[config.mk]
export PLATFORM = sky130hd
export DESIGN_NAME = cims_top
export DESIGN_NICKNAME = d
export VERILOG_FILES = /design/src/design/cims_pkg.sv /design/src/design/cims_top.sv
export VERILOG_INCLUDE_DIRS = /design/src /design/src/design
export SDC_FILE = /design/constraint.sdc
export NUM_CORES = 1
export LEC_CHECK = 0
export BUFFER_PORTS_ARGS = -buffer_cell sky130_fd_sc_hd__buf_2
export CORE_MARGIN = 3
export CORE_UTILIZATION = 60
export DETAILED_ROUTE_END_ITERATION = 7
export GPL_TIMING_DRIVEN = 1
export HOLD_SLACK_MARGIN = 0.02
export PLACE_DENSITY = 0.81
export SYNTH_ARGS = -nofsm -noshare
export SYNTH_HDL_FRONTEND = slang
export SYNTH_SLANG_ARGS = --single-unit
[constraint.sdc]
create_clock -name clk -period 2.75 [get_ports clk]
set_input_delay 0.55 -clock clk [delete_from_list [all_inputs] [get_ports clk]]
set_output_delay 0.55 -clock clk [all_outputs]
set_load 0.01 [all_outputs]
[src/design/cims_regs.svh]
`ifndef CIMS_REGS_SVH
`define CIMS_REGS_SVH
// Behaviour
// Five contact inputs, each with its own selectable function code.
// With several closed, the most recently closed input wins.
// Keypad, automatic function or another input can override a closure.
// An overridden input stays ignored until it opens and closes again.
// Keypad remote setpoint beats a contact holding local setpoint.
// Manual-hold closure enters manual mode at the last output.
// Manual-preset closure enters manual mode at preset output a or b.
// Acknowledge closure acknowledges active alarms once, not later ones.
// Up or down key closure acts as one key press.
// Serial-readable input only shows its state, no other effect. Its closure still sets status bit 0, which can raise irq.
// Integral hold input suppresses PID reset while closed.
// Setpoint select closure picks external or internal setpoint.
// Auto-local or host-follow closure switches to that mode.
// Pulse monitor offered only when five-input option is fitted.
// Without the monitor, host failure follows host signal presence only.
// Monitor runs only if assigned to an input and enabled.
// Monitored input must toggle within the timeout or host fails.
// Inputs are synchronised, debounced and edge detected.
// Timeout counter restarts on every toggle and flags at limit.
`define CIMS_CTRL_OFS 12'h000
`define CIMS_FUNC_OFS 12'h004
`define CIMS_STAT_OFS 12'h008
`define CIMS_MASK_OFS 12'h00c
`define CIMS_STATE_OFS 12'h010
`define CIMS_TMO_OFS 12'h014
`define CIMS_CMD_OFS 12'h018
`define CIMS_N_IN 5
`define CIMS_DEB_CYC 16'd1000
`define CIMS_TMO_MIN_MS 400
`define CIMS_TMO_MAX_MS 2500
`define CIMS_CLK_KHZ 20000
`define CIMS_TMO_RST 26'd50000000
`endif

[src/design/cims_pkg.sv]
package cims_pkg;
	typedef enum logic [3:0] {
		CIMS_F_NONE = 4'h0,
		CIMS_F_MAN_HOLD = 4'h1,
		CIMS_F_MAN_A = 4'h2,
		CIMS_F_MAN_B = 4'h3,
		CIMS_F_ACK = 4'h4,
		CIMS_F_UP = 4'h5,
		CIMS_F_DOWN = 4'h6,
		CIMS_F_SERIAL = 4'h7,
		CIMS_F_VIEW = 4'h8,
		CIMS_F_FAST = 4'h9,
		CIMS_F_INT_HOLD = 4'ha,
		CIMS_F_EXT_SP = 4'hb,
		CIMS_F_INT_SP = 4'hc,
		CIMS_F_AUTO = 4'hd,
		CIMS_F_HOST = 4'he,
		CIMS_F_WDOG = 4'hf
	} cims_func_e;
	typedef enum logic [2:0] {
		CIMS_M_HOST = 3'b000,
		CIMS_M_AUTO = 3'b001,
		CIMS_M_MAN_HOLD = 3'b010,
		CIMS_M_MAN_A = 3'b011,
		CIMS_M_MAN_B = 3'b100
	} cims_mode_e;
endpackage

[src/design/cims_top.sv]
`timescale 1ns/100ps
`include "cims_regs.svh"
module cims_top
	import cims_pkg::*;
(
	input wire logic clk,
	input wire logic rst,
	input wire logic [4:0] contact_in,
	input wire logic host_present,
	input wire logic option_five,
	input wire logic [1:0] alarm_active,
	input wire logic kp_mode_req,
	input wire logic [2:0] kp_mode,
	input wire logic kp_sp_req,
	input wire logic kp_sp_ext,
	input wire logic auto_req,
	input wire logic [2:0] auto_mode,
	input wire logic psel,
	input wire logic penable,
	input wire logic pwrite,
	input wire logic [11:0] paddr,
	input wire logic [31:0] pwdata,
	output logic [31:0] prdata,
	output logic pready,
	output logic pslverr,
	output logic [2:0] mode,
	output logic sp_external,
	output logic integral_hold,
	output logic [1:0] alarm_ack,
	output logic key_up,
	output logic key_down,
	output logic key_view,
	output logic key_fast,
	output logic host_fail,
	output logic irq
);
	logic [4:0] s1_q, s2_q, s3_q, db_q, db_d;
	logic [15:0] dcnt_q [5];
	logic [4:0] armed_q, rise, fall, live, ext_rise, int_rise;
	logic [19:0] func_q;
	logic [1:0] ctrl_q;
	logic [25:0] tmo_q, wcnt_q;
	logic [4:0] stat_q, mask_q, ev;
	logic [2:0] mode_q, last_idx_q;
	logic last_v_q, sp_q, wd_fail_q, any_win;
	logic wr, rd, wd_on, wd_tog;
	logic [3:0] fsel [5];

	genvar g;
	generate
		for (g = 0; g < `CIMS_N_IN; g++) begin : g_in
			assign fsel[g] = func_q[4*g+:4];
			always_ff @(posedge clk) begin
				if (rst) begin
					dcnt_q[g] <= 16'h0000;
					db_q[g] <= 1'b0;
				end else if (s2_q[g] != s3_q[g] || s3_q[g] == db_q[g]) begin
					dcnt_q[g] <= 16'h0000;
				end else if (dcnt_q[g] == `CIMS_DEB_CYC) begin
					dcnt_q[g] <= 16'h0000;
					db_q[g] <= s3_q[g];
				end else begin
					dcnt_q[g] <= dcnt_q[g] + 16'h0001;
				end
			end
		end
	endgenerate

	always_ff @(posedge clk) begin
		if (rst) begin
			s1_q <= 5'h00;
			s2_q <= 5'h00;
			s3_q <= 5'h00;
			db_d <= 5'h00;
		end else begin
			s1_q <= contact_in;
			s2_q <= s1_q;
			s3_q <= s2_q;
			db_d <= db_q;
		end
	end
	assign rise = db_q & ~db_d;
	assign fall = ~db_q & db_d;

	assign wr = psel && penable && pwrite;
	assign rd = psel && !pwrite;
	assign pready = 1'b1;
	assign pslverr = 1'b0;

	always_ff @(posedge clk) begin
		if (rst) begin
			func_q <= 20'h00000;
			ctrl_q <= 2'h0;
			mask_q <= 5'h00;
			tmo_q <= `CIMS_TMO_RST;
		end else if (wr) begin
			case (paddr)
			`CIMS_CTRL_OFS: ctrl_q <= pwdata[1:0];
			`CIMS_FUNC_OFS: func_q <= pwdata[19:0];
			`CIMS_MASK_OFS: mask_q <= pwdata[4:0];
			`CIMS_TMO_OFS: tmo_q <= pwdata[25:0];
			default: ;
			endcase
		end
	end

	always_ff @(posedge clk) begin
		if (rst) begin
			prdata <= 32'h00000000;
		end else if (rd && !penable) begin
			case (paddr)
			`CIMS_CTRL_OFS: prdata <= {30'h0, ctrl_q};
			`CIMS_FUNC_OFS: prdata <= {12'h000, func_q};
			`CIMS_STAT_OFS: prdata <= {27'h0, stat_q};
			`CIMS_MASK_OFS: prdata <= {27'h0, mask_q};
			`CIMS_STATE_OFS: prdata <= {11'h000, host_fail, sp_q,
				mode_q, 3'h0, armed_q, 3'h0, live};
			`CIMS_TMO_OFS: prdata <= {6'h00, tmo_q};
			default: prdata <= 32'h00000000;
			endcase
		end
	end

	// Per-input serial status and setpoint-select closure decode
	always_comb begin
		for (int i = 0; i < `CIMS_N_IN; i++) begin
			live[i] = db_q[i] && (fsel[i] == CIMS_F_SERIAL);
			ext_rise[i] = rise[i] && (fsel[i] == CIMS_F_EXT_SP);
			int_rise[i] = rise[i] && (fsel[i] == CIMS_F_INT_SP);
		end
	end

	// A closure arms; override or opening disarms
	always_ff @(posedge clk) begin
		if (rst) begin
			armed_q <= 5'h00;
		end else begin
			for (int i = 0; i < `CIMS_N_IN; i++) begin
				if (rise[i]) begin
					armed_q[i] <= 1'b1;
				end else if (fall[i]) begin
					armed_q[i] <= 1'b0;
				end else if (kp_mode_req || auto_req) begin
					armed_q[i] <= 1'b0;
				end else if (|rise) begin
					armed_q[i] <= 1'b0;
				end
			end
		end
	end

	// Newest closure wins
	always_comb begin
		any_win = |rise;
	end
	always_ff @(posedge clk) begin
		if (rst) begin
			last_idx_q <= 3'h0;
			last_v_q <= 1'b0;
		end else begin
			for (int i = 0; i < `CIMS_N_IN; i++) begin
				if (rise[i]) begin
					last_idx_q <= 3'(i);
					last_v_q <= 1'b1;
				end
			end
		end
	end

	always_ff @(posedge clk) begin
		if (rst) begin
			mode_q <= CIMS_M_HOST;
		end else if (kp_mode_req) begin
			mode_q <= kp_mode;
		end else if (auto_req) begin
			mode_q <= auto_mode;
		end else if (any_win) begin
			for (int i = 0; i < `CIMS_N_IN; i++) begin
				if (rise[i]) begin
					case (fsel[i])
					CIMS_F_MAN_HOLD: mode_q <= CIMS_M_MAN_HOLD;
					CIMS_F_MAN_A: mode_q <= CIMS_M_MAN_A;
					CIMS_F_MAN_B: mode_q <= CIMS_M_MAN_B;
					CIMS_F_AUTO: mode_q <= CIMS_M_AUTO;
					CIMS_F_HOST: mode_q <= CIMS_M_HOST;
					default: ;
					endcase
				end
			end
		end
	end
	assign mode = mode_q;

	always_ff @(posedge clk) begin
		if (rst) begin
			sp_q <= 1'b0;
		end else if (kp_sp_req) begin
			sp_q <= kp_sp_ext;
		end else begin
			for (int i = 0; i < `CIMS_N_IN; i++) begin
				if (rise[i] && fsel[i] == CIMS_F_EXT_SP) begin
					sp_q <= 1'b1;
				end else if (rise[i] && fsel[i] == CIMS_F_INT_SP) begin
					sp_q <= 1'b0;
				end
			end
		end
	end
	assign sp_external = sp_q;

	// One-cycle key and ack pulses on closure
	always_ff @(posedge clk) begin
		if (rst) begin
			key_up <= 1'b0;
			key_down <= 1'b0;
			key_view <= 1'b0;
			key_fast <= 1'b0;
			alarm_ack <= 2'b00;
			integral_hold <= 1'b0;
		end else begin
			key_up <= 1'b0;
			key_down <= 1'b0;
			key_view <= 1'b0;
			key_fast <= 1'b0;
			alarm_ack <= 2'b00;
			integral_hold <= 1'b0;
			for (int i = 0; i < `CIMS_N_IN; i++) begin
				if (rise[i] && fsel[i] == CIMS_F_UP) key_up <= 1'b1;
				if (rise[i] && fsel[i] == CIMS_F_DOWN) key_down <= 1'b1;
				if (rise[i] && fsel[i] == CIMS_F_VIEW) key_view <= 1'b1;
				if (rise[i] && fsel[i] == CIMS_F_FAST) key_fast <= 1'b1;
				if (rise[i] && fsel[i] == CIMS_F_ACK) begin
					alarm_ack <= alarm_active;
				end
				if (db_q[i] && fsel[i] == CIMS_F_INT_HOLD) begin
					integral_hold <= 1'b1;
				end
			end
		end
	end

	// Pulse monitor
	always_comb begin
		wd_on = 1'b0;
		wd_tog = 1'b0;
		for (int i = 0; i < `CIMS_N_IN; i++) begin
			if (fsel[i] == CIMS_F_WDOG) begin
				wd_on = ctrl_q[0] && option_five;
				wd_tog = wd_tog | rise[i] | fall[i];
			end
		end
	end

	always_ff @(posedge clk) begin
		if (rst || !wd_on || wd_tog) begin
			wcnt_q <= 26'h0000000;
			wd_fail_q <= 1'b0;
		end else if (wcnt_q >= tmo_q) begin
			wd_fail_q <= 1'b1;
		end else begin
			wcnt_q <= wcnt_q + 26'h0000001;
		end
	end
	assign host_fail = !host_present || (wd_on && wd_fail_q);

	assign ev = {wd_fail_q, |alarm_ack, key_up | key_down, |fall, |rise};
	always_ff @(posedge clk) begin
		if (rst) begin
			stat_q <= 5'h00;
		end else if (wr && paddr == `CIMS_STAT_OFS) begin
			stat_q <= (stat_q & ~pwdata[4:0]) | ev;
		end else begin
			stat_q <= stat_q | ev;
		end
	end
	assign irq = |(stat_q & mask_q);
endmodule // cims_top

After elaboration in Yosys (flattened, before gate mapping)

Memory sizes are Yosys's and may differ from the RTL's.
Cells that the tools add are included.

Input bits: 68
Memories kept: 1
Bits in writable memories: 80
Logic and storage cells: 412
Output and inout bits: 47
Register bits: 158

Memory list:

| name   | depth | bits a word | rd ports | clocked after Yosys merged registers in | wr ports | line           | source |
|---|---|---|---|---|---|---|---|
| dcnt_q | 5     | 16          | 5        | 0                                       | 5        | cims_top.sv:38 | `logic [15:0] dcnt_q [5];` |

Equal/unequal tests: 95
Reduce and logical (&&, ||, !) cells: 86
Add/sub/neg operators: 6
Bitwise operators: 39
Multiplexer cells: 154
Order comparisons: 1

Operators by type and width:

| operator                                              | number |
|---|---|
| two-way mux 16 bit                                    | 15 |
| equality test 4 bit, second input constant            | 40 |
| case mux 26 bit (6 select lines)                      | 1 |
| two-way mux 1 bit                                     | 115 |
| adder 16 x 1 -> 16 bit, second input constant         | 5 |
| equality test 16 x 10 -> 1 bit, second input constant | 5 |
| equality test 4 x 3 -> 1 bit, second input constant   | 20 |
| case mux 3 bit (5 select lines)                       | 5 |
| logical AND 1 bit                                     | 52 |
| equality test 4 x 2 -> 1 bit, second input constant   | 10 |
| two-way mux 3 bit                                     | 12 |
| adder 26 x 1 -> 26 bit, second input constant         | 1 |
| greater-or-equal comparator 26 bit                    | 1 |
| bitwise OR 1 bit                                      | 25 |
| equality test 12 x 4 -> 1 bit, second input constant  | 2 |
| equality test 12 x 5 -> 1 bit, second input constant  | 2 |
| bitwise AND 5 bit                                     | 4 |
| equality test 4 x 1 -> 1 bit, second input constant   | 5 |
| nonzero test 4 bit                                    | 5 |
| AND reduction 2 bit                                   | 9 |
| NOT 5 bit                                             | 3 |
| OR reduction 5 bit                                    | 3 |
| equality test 12 x 3 -> 1 bit, second input constant  | 1 |
| zero test 12 bit                                      | 1 |
| other kinds (11)                                      | 39 |

Depth between registers and ports, before layout

Depth in word-level cells: 18
Mapped depth: 10
Depth with buffers taken out: 9

Least setup slack after synthesis

No wires, ideal clock.

Path kind: register to register
From: register tmo_q[15]
To: register wcnt_q[23]
Slack: 220 ps
Data required time: 2679 ps
Data arrival time: 2460 ps
Buffers on the path: 0
Clock period less this slack: 2530 ps
Library setup time: 71 ps
Stages on the path, launching flop included: 10
Cells stage by stage: dfxtp_1 -> inv_1 -> ha_1 -> a21o_1 -> a21oi_2 -> o221ai_2 -> a2111oi_4 -> nand4_4 -> or4_1 -> a21oi_1

Word-level cells in the longest chain between the ends: 1

Ends and longest elaborated chain:

| item                               | line            | source |
|---|---|---|
| start: declaration                 | cims_top.sv:42  | `logic [25:0] tmo_q, wcnt_q;` |
| start signal: assignment           | cims_top.sv:95  | `` tmo_q <= `CIMS_TMO_RST; `` |
| start signal: assignment           | cims_top.sv:101 | `` `CIMS_TMO_OFS: tmo_q <= pwdata[25:0]; `` |
| greater-or-equal comparator 26 bit | cims_top.sv:258 | `end else if (wcnt_q >= tmo_q) begin` |
| end signal: assignment             | cims_top.sv:261 | `wcnt_q <= wcnt_q + 26'h0000001;` |
| end: declaration                   | cims_top.sv:42  |  |

No other way between the ends.
A chain may end at the register's enable or synchronous reset.

Final worst setup path

From: register tmo_q[15]
To: register wcnt_q[13]

Same word-level chain as after synthesis.

==> run metrics <==
outcome finished, final reports clean; Synthesis Warnings 0; crit share post-route 0.942; MaxCap Viol Count 0; diodes inserted 0; maximum clock frequency 386 MHz; post-DR vias/cell 5.82; GP Congestion 0.980; clk buf depth 3; Die Span Y 150 um; critical path arrival 3.04 ns; CTS Buf Count 24; xor/xnor share of the synthesized area 0.0586; antenna-violating nets left 0; DRC violations left 0; CTS clk-pin slew, worst paths 0.06 ns; share of cells above drive strength 1 0.125; required time worst endpoint 3.20 ns; slowest cell on the critical path a2111oi_4; Core ar. 19,900 um^2; Synth Area in Simple Gates 0.238; Setup Viol. Count Final 0; Post-Syn Area per Cell 8.73 um^2; final worst slack 0.160 ns; Async SR Flop Fraction 0; # port buffers 100; clk sinks 232; Area growth syn-to-layout 15.8%; Worst setup SP type flip-flop; clk_skew 0.0192 ns; Cells after DPL 1,827; Cell Count, Final, Fillers Out 1,874; initial antenna violation count 0; net switching power 1.57 mW; Fin Hold WS 0.228 ns; GRT Resource Usage Total 0.276; Post-Synth Adder-Cell Area 0.0474; combinational group share of total power 0.041; Sw Share 0.219; slowest cell delay on critical path 0.42 ns; Leak 5.47 nW; final hold violations 0; Worst setup EP type flip-flop; Die Wd 150 um; Synth Area in Compound Gates 0.135; R2R depth 11; post-synthesis mux area share 0.0315; final WL 31,500 um; synth unique cells 72; largest net degree at the start of global routing 55; TritonRoute pass-1 iters 6; clock power share 0.448; Seq/Total Area, Yosys 0.439; H-tree Lvls 1; Cell Rows 51; CTS tree done; Starting Density 0.623; post-layout minimum cycle time 2.59 ns; Synth Instances 1,420; Final Net Count 1,706; flop and latch count out of synthesis 232; first-pass GRT wire length 50,100 um; Vias 10,900; Max Slew Vio Count 0; HPWL Detailed 23,200 um; Critical Path, Cell by Cell inv_1, ha_1, a21o_1, a21oi_2, o221ai_2, a2111oi_4, buf_4, nand3_2, buf_6, or3_1, a21oi_1; worst hold path depth 2; Power Density 499 nW/um^2; Worst Max-Slew Pin Slew 0.579 ns; Hold WC Path Type primary input to flip-flop; Worst Setup Slack post-DPL 0.0941 ns; cell area after synthesis 12,400 um^2; DR WL/cell 16.8 um; DRC marker count from the first detailed-route iteration 916; Cell Int Power 5.60 mW; Worst slew margin 0.604; register share of total power 0.511; Max IR drop VDD 0.478 mV; main flop type after synthesis dfxtp_1; number of global-route vias before repair 10,200; CTS root buffer clkbuf_16; critical path peak fanout 7; die area 22,400 um^2; I/O pins 115; largest family of logic cells by synthesized area simple AND/OR/NAND/NOR gates; worst skew pair latency 0.52 ns; global route overflow 0; cts hold-fix bufs 0; number of flops mapped to enable cells by yosys 80; Critical Setup Path Class flip-flop to flip-flop
[worst paths after layout]
check	from	endpoint	slack, ns
worst min-delay path	pwdata[20]	tmo_q[20]	0.23
worst min register to register	prdata[21]	prdata[21]	0.46
worst max-delay path	tmo_q[15]	wcnt_q[13]	0.16
worst max register to register	tmo_q[15]	wcnt_q[13]	0.16
[Yosys cell counts (8+ instances only)]
master | number | area [um^2]
a211o_1 | 15 | 131
ha_1 | 47 | 588
or3_1 | 15 | 93.8
nand2_1 | 139 | 522
xor2_1 | 61 | 534
mux2i_1 | 39 | 390
nand4_1 | 39 | 244
edfxtp_1 | 80 | 2400
a22oi_1 | 17 | 128
nor4_1 | 9 | 56.3
dfxtp_1 | 152 | 3040
buf_4 | 8 | 60.1
nor2b_1 | 30 | 188
nor2_1 | 212 | 796
a211oi_1 | 11 | 82.6
and2_1 | 10 | 62.6
a31oi_1 | 15 | 93.8
xnor2_1 | 22 | 193
a21oi_1 | 71 | 355
inv_1 | 70 | 263
nor3_1 | 22 | 110
nand3_1 | 57 | 285
o21ai_0 | 49 | 245
clkbuf_1 | 68 | 255
and3_1 | 30 | 188
[state kept, by name, summed over array words and instances, names as in the netlist, 2 cells and up]
register,count
s1_q,5
mode,3
func_q,20
prdata,26
s2_q,5
db_q,5
armed_q,5
tmo_q,26
stat_q,5
ctrl_q,2
alarm_ack,2
mask_q,5
s3_q,5
wcnt_q,26
dcnt_q,80
db_d,5
[power by group through the flow]
| stage | registers [mW] | logic, mW | clock network [mW] |
|---|---|---|---|
| after global placement | 3.74 | 0.281 | 0 |
| after global routing | 3.67 | 0.326 | 3.40 |
| after floorplan | 3.72 | 0.180 | 0 |
| final | 3.67 | 0.295 | 3.21 |
| after CTS | 3.66 | 0.287 | 3.27 |
| after detailed placement | 3.74 | 0.284 | 0 |
[area by class of cell]
cell class                 instances  area, um^2
fill                            1566        5550
multi-input combinational       1121        6690
inverter                          70         263
timing repair buffer             142         835
clock buffer                      41         764
tap                              265         332
clock inverter                     3        28.8
sequential                       232        5450
[per-stage QoR]
| step | TNS (ns) | power (mW) | instance area (um^2) | util |
|---|---|---|---|---|
| finish | 0 | 7.17 | 14400 | 0.721 |
| global route | -0.00915 | 7.39 | 14400 | 0.721 |
| CTS | 0 | 7.22 | 14300 | 0.719 |
| detailed placement | 0 | 4.02 | 13500 | 0.680 |
| global placement | 0 | 4.02 | 13500 | 0.680 |
| floorplan | 0 | 3.90 | 12700 | - |
[per-layer routing]
metal  vias up  share of wire  global-route usage
met4         0          0.039               0.103
li1       5278              -                   -
met3        87          0.068              0.0394
met5         -              0                   0
met2       414           0.46               0.457
met1      5134           0.43               0.370
[critical path, delay by kind of cell (launching register included)]
kind | cells | cell delay, ns
fa+ha+maj | 1 | 0.32
compound gates | 5 | 1.04
simple gates | 2 | 0.41
buf+inv | 3 | 0.42
flops | 1 | 0.33
[cell families after synthesis]
kind of cell / after synthesis
and+or+nand+nor: 613
AOI/OAI and AO/OA: 251
DFF: 232
buffers and inverters: 153
xor gates and xnor gates: 83
adders and majority gates: 47
muxes: 39
other: 2
[cells in the final DEF, fill, tap and decap left out, types with 24 or more instances in the layout]
cell and count:
inv_1 70, edfxtp_1 80, o21ai_0 49, conb_1 88, xor2_1 61, nor2b_1 29
ha_1 47, clkbuf_16 24, dfxtp_1 147, buf_4 41, nor2_1 212, buf_2 99
nand4_1 39, nand2_1 139, nand3_1 56, a21oi_1 71, and3_1 30, mux2i_1 39
[timing repair]
action | in CTS | in global routing
hold endpoints to repair | 0 | 0
endpoints found under the setup margin | 1 | 8
resized for setup | 1 | 6
pin swaps | 0 | 3
buffers inserted | 0 | 3
Note: power is estimated with default switching activity, not from simulation.
